## config.mk

```make
export PLATFORM = sky130hd
export DESIGN_NAME = svma_core
export DESIGN_NICKNAME = d
export VERILOG_FILES = /design/src/inc/svma_pkg.sv /design/src/inc/svma_vid_if.sv /design/src/hdl/svma_core.sv /design/src/hdl/svma_serialiser.sv
export SDC_FILE = /design/constraint.sdc
export NUM_CORES = 1
export LEC_CHECK = 0
export BUFFER_PORTS_ARGS = -buffer_cell sky130_fd_sc_hd__buf_2
export CAP_MARGIN = 20
export CORE_MARGIN = 2
export CORE_UTILIZATION = 55
export CTS_CLUSTER_DIAMETER = 120
export DETAILED_ROUTE_END_ITERATION = 10
export PLACE_DENSITY = 0.81
export SLEW_MARGIN = 25
export SYNTH_ARGS = -nofsm -noshare
export SYNTH_HDL_FRONTEND = slang
export SYNTH_SLANG_ARGS = --single-unit
```

## constraint.sdc

```tcl
create_clock -name sys_clk -period 2.55 [get_ports sys_clk]
set_input_delay 0.3825 -clock sys_clk [delete_from_list [all_inputs] [get_ports sys_clk]]
set_output_delay 0.3825 -clock sys_clk [all_outputs]
set_load 0.05 [all_outputs]
```

## src/inc/svma_pkg.sv

```systemverilog
// shared constants and types of the shared video memory access block
// assumes a single 40 MHz system clock feeding every register
`default_nettype none
package svma_pkg;
    // clock rates in Hz; the pixel rate is made by a fractional stepper
    localparam int SYS_HZ = 40_000_000;
    localparam int PIXEL_HZ = 15_000_000;
    localparam int BASE_HZ = 5_000_000;
    localparam logic [3:0] ACC_STEP = 4'(PIXEL_HZ / BASE_HZ);
    localparam logic [3:0] ACC_WRAP = 4'(SYS_HZ / BASE_HZ);
    // character period counter loads and terminal count
    localparam logic [3:0] LOAD_ALPHA = 4'h8;
    localparam logic [3:0] LOAD_GRAPH = 4'hB;
    localparam logic [3:0] MARK_END = 4'hF;
    // pixels shown per character period
    localparam logic [4:0] BITS_ALPHA = 5'h0A;
    localparam logic [4:0] BITS_GRAPH = 5'h10;
    // least pixel ticks left in a processor slot to start a dram access
    localparam logic [4:0] DRAM_MIN_TICKS = 5'h02;
    // peripheral wait states
    localparam int IO_WAIT_FAST = 1;
    localparam int IO_WAIT_SLOW = 5;
    localparam int IO_SR_W = 4;
    // widths and field positions
    localparam int ADDR_W = 18;
    localparam int UPPER_BANK_BIT = 17;
    localparam int SRAM_AW = 11;
    localparam int WORD_W = 16;
    localparam int HALF_W = 8;
    localparam logic [1:0] RAS_LOWER = 2'h2;
    localparam logic [1:0] RAS_UPPER = 2'h1;
    localparam logic [1:0] RAS_BOTH = 2'h0;
    localparam logic [1:0] RAS_NONE = 2'h3;

    // dram cycle sequencer
    typedef enum logic [3:0] {
        ST_IDLE = 4'h1,
        ST_ROW = 4'h2,
        ST_COL = 4'h4,
        ST_HOLD = 4'h8
    } svma_dram_state_type;

    // who owns the running dram cycle
    typedef enum logic [2:0] {
        OWN_SCREEN = 3'h1,
        OWN_REFRESH = 3'h2,
        OWN_CPU = 3'h4
    } svma_owner_type;
endpackage
`default_nettype wire

```

## src/inc/svma_vid_if.sv

```systemverilog
// carrier between the memory core and the pixel serialiser
// assumes both ends share sys_clk
`default_nettype none
interface svma_vid_if;
    logic pixTick;               // one pulse per pixel period
    logic loadWord;              // character start, as the screen latch opens
    logic [15:0] word;           // fetched video word
    logic [1:0] attr;            // [0] bright, [1] reverse
    logic blank;                 // outside display window
    logic pixel;
    logic bright;
    modport core (output pixTick, loadWord, word, attr, blank, input pixel, bright);
    modport ser (input pixTick, loadWord, word, attr, blank, output pixel, bright);
endinterface
`default_nettype wire

```

## src/hdl/svma_core.sv

```systemverilog
// shared video memory access: dram/sram sharing, waits, char clock, video
// assumes processor bus, crt controller and strap bits are on sys_clk
//
// Behaviour
// - sram write enable only on selected writes
// - one wait state per sram access
// - sram address from processor when selected
// - character clock mark-space depends on mode
// - screen and processor latch enables complementary
// - too little slot time inserts wait
// - display enable registered from crt controller
// - two intensity levels chosen by attributes
// - wait generator gives one or five waits
// - address captured on address latch strobe
// - dram data driven under latch and output enable
// - sram word latched as screen address
// - row/column strobes, address split in halves
// - sram buffer enabled by select, direction control
// - refresh counter drives row address in refresh
// - bank select by bit 17, delayed edge
// - period counter loaded with eight or eleven
// - ten or sixteen pixels per character
// - refresh counter steps once per refresh slot
// - video word serialised at pixel rate
// - attributes registered before gating with pixels
// - pixel shift rate is 15 MHz
// - slow serial controller gets five waits
`default_nettype none
module svma_core
    import svma_pkg::*;
(
    input wire logic sys_clk,
    input wire logic arst_n,
    // processor side
    input wire logic aleStrobe,
    input wire logic [17:0] localAd,
    input wire logic cpuWrite,
    input wire logic staticRamSelect,
    input wire logic bufDir,
    input wire logic dramReq,
    input wire logic dramOutputEnable,
    input wire logic ioCycleEnable,
    input wire logic ioSlowSel,
    input wire logic altGraphSel,
    output logic memoryWaitReady,
    output logic ioReady,
    output logic cpuDataOe,
    output logic [15:0] cpuReadData,
    output logic [17:0] latchedAddr,
    // static ram side
    input wire logic [10:0] crtcAddr,
    input wire logic [15:0] sramRdata,
    output logic [10:0] sramAddr,
    output logic sramWeN,
    output logic sramBufEn,
    output logic sramBufDir,
    // dynamic ram side
    input wire logic [15:0] dramRdata,
    output logic [1:0] dramRasN,
    output logic dramCasN,
    output logic dramWeN,
    output logic [7:0] dramAddr,
    // display side
    input wire logic crtcDisplayEn,
    input wire logic [1:0] attrIn,
    output logic charPeriodClock,
    output logic screenLatchEnable,
    output logic cpuLatchEnable,
    output logic displayWindowEnable,
    output logic pixelShiftTick,
    output logic videoPixel,
    output logic videoBright
);

    typedef struct packed {
        logic [2:0] acc;             // fractional pixel-rate stepper
        logic [4:0] bitCnt;          // pixel within character
        logic [3:0] markCnt;         // character period counter
        logic char_period_clock;                  // character clock, high = screen slot
        logic cclkDly;               // delayed copy for bank switching
        logic upperOk;               // upper bank may be selected
        logic dispEn;                // registered display enable
        logic [17:0] addr;           // latched processor address
        logic [15:0] scrAddr;        // screen address from sram
        logic scrPend;               // screen or refresh fetch owed
        logic [15:0] accAddr;        // address of running dram cycle
        logic [15:0] vidWord;        // fetched video word
        logic [15:0] rdData;         // fetched processor word
        logic [7:0] refCnt;          // refresh row
        svma_dram_state_type st;
        svma_owner_type owner;
        logic cpuDone;               // processor access served
        logic sramSelD;
        logic ioEnD;
        logic [IO_SR_W-1:0] waitSr;  // peripheral wait shifter
        logic [1:0] rasN;
        logic casN;
        logic weN;
        logic [7:0] dAddr;
    } svma_core_state_type;

    svma_core_state_type r_q;
    svma_core_state_type r_d;

    svma_vid_if vid ();

    // row half or column half of a 16-bit dram address
    function automatic logic [HALF_W-1:0] dramHalf(input logic [WORD_W-1:0] a, input logic row);
        dramHalf = row ? a[HALF_W-1:0] : a[WORD_W-1:HALF_W];
    endfunction

    // ones for n-1 extra wait cycles after the start cycle
    function automatic logic [IO_SR_W-1:0] waitFill(input int n);
        waitFill = IO_SR_W'((1 << (n - 1)) - 1);
    endfunction

    logic [3:0] accSum;          // stepper sum
    logic tick;                  // pixel period pulse
    logic charStart;             // last pixel of a character
    logic [4:0] lastBit;         // index of last pixel
    logic [4:0] ticksLeft;       // pixel ticks left in the character
    logic cpuGo;                 // processor dram cycle may start
    logic ioStart;               // first cycle of a peripheral access
    logic sramWait;              // first cycle of a static ram access
    logic dramWait;              // processor waits for dram

    // decode helpers shared by the state logic and outputs
    always_comb
    begin
        accSum = {1'b0, r_q.acc} + ACC_STEP;
        tick = accSum >= ACC_WRAP;
        lastBit = altGraphSel ? 5'(BITS_GRAPH - 5'h01) : 5'(BITS_ALPHA - 5'h01);
        charStart = tick && (r_q.bitCnt == lastBit);
        ticksLeft = 5'(lastBit - r_q.bitCnt);
        // room check, and no row opens before the bank mux has followed the slot edge
        cpuGo = dramReq && !r_q.cpuDone && !r_q.char_period_clock && !charStart && (r_q.cclkDly == r_q.char_period_clock)
            && (ticksLeft >= DRAM_MIN_TICKS);
        ioStart = ioCycleEnable && !r_q.ioEnD;
        sramWait = staticRamSelect && !r_q.sramSelD;
        dramWait = dramReq && !r_q.cpuDone;
    end

    // next state
    always_comb
    begin
        r_d = r_q;

        // pixel stepper: 3 pulses every 8 clocks give 15 MHz on average
        r_d.acc = tick ? 3'(accSum - ACC_WRAP) : accSum[2:0];
        if (tick)
        begin
            r_d.bitCnt = charStart ? 5'h00 : 5'(r_q.bitCnt + 5'h01);
        end

        // character clock: mark lasts from load to terminal count
        if (charStart)
        begin
            r_d.markCnt = altGraphSel ? LOAD_GRAPH : LOAD_ALPHA;
            r_d.char_period_clock = 1'b1;
        end
        else if (tick && r_q.markCnt != MARK_END)
        begin
            r_d.markCnt = 4'(r_q.markCnt + 4'h1);
            if (r_d.markCnt == MARK_END)
            begin
                r_d.char_period_clock = 1'b0;
            end
        end

        // bank multiplexer follows the delayed character clock edge
        r_d.cclkDly = r_q.char_period_clock;
        if (r_q.cclkDly != r_q.char_period_clock)
        begin
            // upper bank only in processor slots, screen stays low
            r_d.upperOk = !r_q.char_period_clock;
        end

        r_d.dispEn = crtcDisplayEn;

        // address latch holds for the rest of the cycle
        if (aleStrobe)
        begin
            r_d.addr = localAd;
        end

        // screen address taken from sram at character start, ras idle
        if (charStart && (r_q.rasN == RAS_NONE))
        begin
            r_d.scrAddr = sramRdata;
        end
        if (charStart)
        begin
            r_d.scrPend = 1'b1;
        end

        // released processor request rearms the next access
        if (!dramReq)
        begin
            r_d.cpuDone = 1'b0;
        end

        // dram cycle sequencer
        unique case (r_q.st)
            ST_IDLE:
            begin
                if (r_q.scrPend)
                begin
                    // screen fetch first; refresh outside display window
                    r_d.scrPend = 1'b0;
                    r_d.st = ST_ROW;
                    if (r_q.dispEn)
                    begin
                        r_d.owner = OWN_SCREEN;
                        r_d.accAddr = r_q.scrAddr;
                        r_d.rasN = RAS_LOWER;
                        r_d.dAddr = dramHalf(r_q.scrAddr, 1'b1);
                    end
                    else
                    begin
                        r_d.owner = OWN_REFRESH;
                        r_d.accAddr = {8'h00, r_q.refCnt};
                        r_d.rasN = RAS_BOTH;
                        r_d.dAddr = r_q.refCnt;
                    end
                end
                else if (cpuGo)
                begin
                    r_d.owner = OWN_CPU;
                    r_d.st = ST_ROW;
                    r_d.accAddr = r_q.addr[16:1];
                    r_d.rasN = (r_q.upperOk && r_q.addr[UPPER_BANK_BIT]) ? RAS_UPPER : RAS_LOWER;
                    r_d.dAddr = dramHalf(r_q.addr[16:1], 1'b1);
                end
            end
            ST_ROW:
            begin
                r_d.st = ST_COL;
                // refresh is ras-only; no column strobe
                r_d.casN = (r_q.owner == OWN_REFRESH);
                r_d.dAddr = dramHalf(r_q.accAddr, 1'b0);
                r_d.weN = !((r_q.owner == OWN_CPU) && cpuWrite);
            end
            ST_COL:
            begin
                r_d.st = ST_HOLD;
            end
            ST_HOLD:
            begin
                r_d.st = ST_IDLE;
                r_d.rasN = RAS_NONE;
                r_d.casN = 1'b1;
                r_d.weN = 1'b1;
                unique case (r_q.owner)
                    OWN_SCREEN:
                    begin
                        r_d.vidWord = dramRdata;
                    end
                    OWN_REFRESH:
                    begin
                        // one step per refresh slot, at ras release
                        r_d.refCnt = 8'(r_q.refCnt + 8'h01);
                    end
                    OWN_CPU:
                    begin
                        r_d.rdData = dramRdata;
                        r_d.cpuDone = dramReq;
                    end
                    default:
                    begin
                        r_d.owner = OWN_SCREEN;
                    end
                endcase
            end
            default:
            begin
                r_d.st = ST_IDLE;
                r_d.rasN = RAS_NONE;
                r_d.casN = 1'b1;
                r_d.weN = 1'b1;
            end
        endcase

        // static ram select edge for the single wait state
        r_d.sramSelD = staticRamSelect;

        // peripheral wait shifter: start cycle plus loaded ones
        r_d.ioEnD = ioCycleEnable;
        if (ioStart)
        begin
            r_d.waitSr = ioSlowSel ? waitFill(IO_WAIT_SLOW) : waitFill(IO_WAIT_FAST);
        end
        else
        begin
            r_d.waitSr = r_q.waitSr >> 1;
        end
    end

    // state register
    always_ff @(posedge sys_clk or negedge arst_n)
    begin
        if (!arst_n)
        begin
            r_q <= '0;
            r_q.st <= ST_IDLE;
            r_q.owner <= OWN_SCREEN;
            r_q.rasN <= RAS_NONE;
            r_q.casN <= 1'b1;
            r_q.weN <= 1'b1;
        end
        else
        begin
            r_q <= r_d;
        end
    end

    // serialiser hookup; word loads as the screen latch opens
    assign vid.pixTick = tick;
    assign vid.loadWord = charStart;
    assign vid.word = r_q.vidWord;
    assign vid.attr = attrIn;
    assign vid.blank = !r_q.dispEn;

    svma_serialiser u_ser (
        .sys_clk(sys_clk),
        .arst_n(arst_n),
        .vid(vid)
    );

    // processor handshakes; ready returns when the held access is done
    assign memoryWaitReady = !(sramWait || dramWait);
    assign ioReady = !(ioStart || r_q.waitSr[0]);

    // latch enables in antiphase
    assign screenLatchEnable = r_q.char_period_clock;
    assign cpuLatchEnable = !r_q.char_period_clock;
    assign cpuDataOe = cpuLatchEnable && dramOutputEnable;
    assign cpuReadData = r_q.rdData;
    assign latchedAddr = r_q.addr;

    // static ram path
    assign sramAddr = staticRamSelect ? r_q.addr[SRAM_AW:1] : crtcAddr;
    assign sramWeN = !(staticRamSelect && cpuWrite);
    assign sramBufEn = staticRamSelect;
    assign sramBufDir = bufDir;

    // dram pins
    assign dramRasN = r_q.rasN;
    assign dramCasN = r_q.casN;
    assign dramWeN = r_q.weN;
    assign dramAddr = r_q.dAddr;

    // display pins
    assign charPeriodClock = r_q.char_period_clock;
    assign displayWindowEnable = r_q.dispEn;
    assign pixelShiftTick = tick;
    assign videoPixel = vid.pixel;
    assign videoBright = vid.bright;

endmodule
`default_nettype wire

```

## src/hdl/svma_serialiser.sv

```systemverilog
// pixel serialiser: 16-bit word to one pixel stream with attributes
// assumes pixTick and loadWord come from the core on the same clock
`default_nettype none
module svma_serialiser
    import svma_pkg::*;
(
    input wire logic sys_clk,
    input wire logic arst_n,
    svma_vid_if.ser vid
);

    typedef struct packed {
        logic [15:0] shift;      // pixels, msb first
        logic [1:0] attr;        // attributes of the current character
        logic pix;
        logic bright;
    } svma_ser_state_type;

    svma_ser_state_type r_q;
    svma_ser_state_type r_d;

    // shift and attribute update
    always_comb
    begin
        r_d = r_q;
        if (vid.pixTick)
        begin
            // registered attributes gate the outgoing shift bit, never the raw vid.attr
            r_d.pix = (r_q.shift[15] ^ r_q.attr[1]) & ~vid.blank;
            r_d.bright = r_d.pix & r_q.attr[0];
            r_d.shift = {r_q.shift[14:0], 1'b0};
        end
        if (vid.loadWord)
        begin
            // load wins over the shift of the same tick
            r_d.shift = vid.word;
            r_d.attr = vid.attr;
        end
    end

    // state register
    always_ff @(posedge sys_clk or negedge arst_n)
    begin
        if (!arst_n)
            r_q <= '0;
        else
            r_q <= r_d;
    end

    assign vid.pixel = r_q.pix;
    assign vid.bright = r_q.bright;

endmodule
`default_nettype wire

```

==> results_dict.tcl <==
set metrics [dict create \
    pwr_density_cell_nw_per_um2 909 \
    cts_num_sinks 145 \
    setup.worst_path.end "r_q[77]" \
    cells_after_synth 608 \
    post_synth_num_cell_types 55 \
    final_nets 793 \
    antenna_found_initial 0 \
    rr_startpoint "r_q[127]" \
    wire_per_inst_microns 16.2 \
    async_flop_share_pct 100 \
    cts_made_buffers 17 \
    grt_use_total_pct 22.5 \
    final.period_utilization_pct 93.4 \
    p_clk_share_pct 31.8 \
    comb_power_share_pct 25.7 \
    rows 40 \
    hpwl_reported_at_the_end_of_detailed_placement_mm 10.2 \
    slew_headroom_pct 56.3 \
    starting_density_of_the_core_pct 56.6 \
    highest_clock_rate_mhz 420 \
    drive_gt1_share_pct 39.8 \
    cts.path.max_buffers 2 \
    antenna_cells 0 \
    numPortBuffers 142 \
    post-route-drc-count 0 \
    synth_to_layout_area_growth_pct 16.1 \
    outcome "finished clean" \
    design.die.area_sq_um 13400 \
    skew_ns 0.0102 \
    syn_avg_cell_area_sq_um 11.3 \
    boundaryPins 145 \
    postRouteAntennaNets 0 \
    grt_start_max_net_pins 59 \
    timing_hold_violations_final 0 \
    crit-reg2reg-capture "r_q[77]" \
    clkSlewWorstSetupHoldPaths_ns 0.06 \
    p_switching_w 0.00242 \
    setup_viol_count_final 0 \
    critical_path.max_fanout 10 \
    avgViaCountPerCell 5.40 \
    postSynth.topFlopCell "sky130_fd_sc_hd__dfrtp_1" \
    r2r_slack_ns 0.17 \
    drt_first_iter_violations 312 \
    grt_pass1_vias 4804 \
    ctsRootBufferMaster "sky130_fd_sc_hd__clkbuf_16" \
    leakagePower_nw 3.77 \
    r2r.worst_path.cells 7 \
    place_congestion 0.853 \
    die_h_microns 116 \
    least_margin_pin_slew_ns 0.655 \
    postCtsSetupRepairBufs 0 \
    totalNegativeSetupSlack_ns 0 \
    fin_crit_ns 2.38 \
    data_required_time_at_the_worst_endpoint_ns 2.85 \
    post_route_utilization_pct 65.7 \
    rsz0062_at_grt "no" \
    design.core.area_sq_um 12100 \
    maxCapViolations 0 \
    internal-power_w 0.00482 \
    vdd.ir_drop.worst_mv 0.567 \
    crit_path_start_kind "register" \
    grt-ovfl-total 0 \
    global_route_wire_length_before_repair_mm 23.0 \
    num_vias 4807 \
    crit_path_end_kind "register" \
    power_frac_seq_pct 42.5 \
    critPathArrivalTime_ns 2.68 \
    synth.yosys.warnings 0 \
    hp-class "in -> reg" \
    cts_tree "built" \
    netSwitchingFraction_pct 33.4 \
    synth-seq-cells 145 \
    fp.dieW_microns 116 \
    synth_sequential_area_ratio_pct 53.0 \
    syn-num-nets 691 \
    routed_wl_mm 14.5 \
    worstSetupStartpoint "r_q[127]" \
    final-max-slew-violation-count 0 \
    setup.worst_path.class "reg -> reg" \
    cts-htree-levels 4 \
    first_pass_iters 5 \
    insertion_delay_ns 0.42 \
    synth-edff-count 0 \
    syn_area_sq_um 6860 \
]
worst min-delay path by stage:
stage	start	to	slack [ns]	cells past startpoint
2_1_floorplan	arst_n	charPeriodClock	0.09	0
3_3_place_gp	arst_n	cpuReadData[11]	0.38	1
3_5_place_dp	arst_n	cpuReadData[12]	0.39	1
4_1_cts	crtcDisplayEn	displayWindowEnable	0.06	1
5_1_grt	crtcDisplayEn	displayWindowEnable	0.06	1
6_report	crtcDisplayEn	displayWindowEnable	0.08	1
metrics by stage:
stage | hold WS [ns] | total power, W | setup WS (ns) | cells | instance area [sq um]
final | 0.0769 | 0.00724 | 0.168 | 891 | 7960
after global routing | 0.0637 | 0.00758 | 0.102 | 891 | 7960
after global placement | 0.375 | 0.00484 | 0.183 | 858 | 7390
after CTS | 0.0588 | 0.00726 | 0.117 | 891 | 7950
after floorplan | 0.0869 | 0.00458 | 0.260 | 608 | 6860
after detailed placement | 0.388 | 0.00495 | 0.0823 | 858 | 7390
layer usage:
layer	routed length (microns)	vias to the layer above	GRT usage, %
met5	0	-	0
met4	248	0	8.81
met3	827	24	6.49
met2	7200	168	37.1
met1	6190	2382	28.1
li1	-	2233	-
registers in the layout, summed over array words and instances (netlist names):
register,cells
r_q,61
latchedAddr,18
u_ser.r_q,18
cpuReadData,16
vid.word,16
dramAddr,8
dramRasN,2
charPeriodClock,1
displayWindowEnable,1
dramCasN,1
dramWeN,1
u_ser.vid.bright,1
u_ser.vid.pixel,1
layout make-up:
cell class,instances,area [sq um]
clock inverters,6,57.6
multi-input cells,369,2650
repair buffers,155,830
well taps,168,210
clock buffers,26,489
inverters,22,82.6
flip-flops and latches,145,3640
fillers,922,4160
placed cells by master (no fill, tap or decap), types with 2 or more instances in the layout:
cell | Yosys | layout
sky130_fd_sc_hd__o21ai_0 | 36 | 36
sky130_fd_sc_hd__xnor2_1 | 12 | 12
sky130_fd_sc_hd__nand4_1 | 8 | 8
sky130_fd_sc_hd__o31ai_1 | 2 | 2
sky130_fd_sc_hd__xor2_1 | 5 | 5
sky130_fd_sc_hd__ha_1 | 7 | 7
sky130_fd_sc_hd__a21oi_1 | 20 | 20
sky130_fd_sc_hd__nand2_1 | 83 | 83
sky130_fd_sc_hd__clkinv_2 | 0 | 4
sky130_fd_sc_hd__nor2b_1 | 5 | 5
sky130_fd_sc_hd__or3_1 | 2 | 2
sky130_fd_sc_hd__dfstp_2 | 6 | 6
sky130_fd_sc_hd__clkbuf_16 | 0 | 17
sky130_fd_sc_hd__nand2b_1 | 2 | 2
sky130_fd_sc_hd__a31oi_1 | 17 | 17
sky130_fd_sc_hd__nor2_1 | 33 | 33
sky130_fd_sc_hd__buf_2 | 2 | 141
sky130_fd_sc_hd__nand3b_1 | 2 | 2
sky130_fd_sc_hd__buf_4 | 48 | 11
sky130_fd_sc_hd__clkbuf_8 | 0 | 3
sky130_fd_sc_hd__nor4b_2 | 1 | 2
sky130_fd_sc_hd__and3_1 | 5 | 5
sky130_fd_sc_hd__inv_2 | 2 | 2
sky130_fd_sc_hd__mux2i_1 | 12 | 12
sky130_fd_sc_hd__clkbuf_1 | 15 | 6
sky130_fd_sc_hd__nor4b_1 | 3 | 2
sky130_fd_sc_hd__mux2_2 | 85 | 85
sky130_fd_sc_hd__and2_1 | 2 | 2
sky130_fd_sc_hd__dfrtp_1 | 139 | 139
sky130_fd_sc_hd__nand3_1 | 3 | 3
sky130_fd_sc_hd__inv_1 | 20 | 20
worst max-delay path, stage by stage (launching register included):
cell                      delay [ns]
sky130_fd_sc_hd__dfrtp_1        0.43
sky130_fd_sc_hd__inv_1          0.11
sky130_fd_sc_hd__ha_1           0.30
sky130_fd_sc_hd__and4b_2        0.27
sky130_fd_sc_hd__a31oi_2        0.25
sky130_fd_sc_hd__o31ai_4        0.16
sky130_fd_sc_hd__a21oi_4        0.35
sky130_fd_sc_hd__mux2_2         0.39
power groups by stage:
stage          clock network [W]  registers [W]  logic [W]
4_1_cts                  0.00233        0.00307    0.00187
3_3_place_gp                   0        0.00307    0.00177
3_5_place_dp                   0        0.00310    0.00185
5_1_grt                  0.00244        0.00313    0.00200
6_report                 0.00230        0.00308    0.00186
2_1_floorplan                  0        0.00304    0.00154
kinds of logic (layout without fill, tap and decap cells):
group | after synthesis | after routing | synth area share, %
buffers and inverters | 94 | 209 | 8.47
adder cells (fa/ha/maj) | 9 | 9 | 1.72
AO/OA/AOI/OAI | 85 | 85 | 7.57
AND/OR/NAND/NOR | 160 | 160 | 11.2
flip-flops | 145 | 145 | 53.0
XOR/XNOR | 17 | 17 | 2.17
multiplexers | 98 | 98 | 15.9
synth_stat cells, drive strengths merged (2+ instances only):
| library cell | n | area (sq um) |
|---|---|---|
| a21oi | 21 | 116 |
| a31oi | 18 | 119 |
| and2 | 2 | 12.5 |
| and3 | 5 | 31.3 |
| and4b | 2 | 21.3 |
| buf | 55 | 404 |
| clkbuf | 16 | 61.3 |
| dfrtp | 139 | 3480 |
| dfstp | 6 | 158 |
| ha | 7 | 87.6 |
| inv | 22 | 82.6 |
| mux2 | 86 | 968 |
| mux2i | 12 | 120 |
| nand2 | 84 | 318 |
| nand2b | 2 | 12.5 |
| nand3 | 4 | 25.0 |
| nand3b | 2 | 15.0 |
| nand4 | 8 | 50.1 |
| nor2 | 33 | 124 |
| nor2b | 5 | 31.3 |
| nor4 | 2 | 12.5 |
| nor4b | 5 | 65.1 |
| o21ai | 38 | 205 |
| o31ai | 3 | 36.3 |
| or3 | 2 | 12.5 |
| or4b | 2 | 20.0 |
| xnor2 | 12 | 105 |
| xor2 | 5 | 43.8 |
repair_timing:
item                                    CTS  global route
gates resized for setup                   0             1
endpoints found under the setup margin    0             6
hold buffers                              1             0
endpoints found under the hold margin    52             0
(Power assumes the default switching activity.)
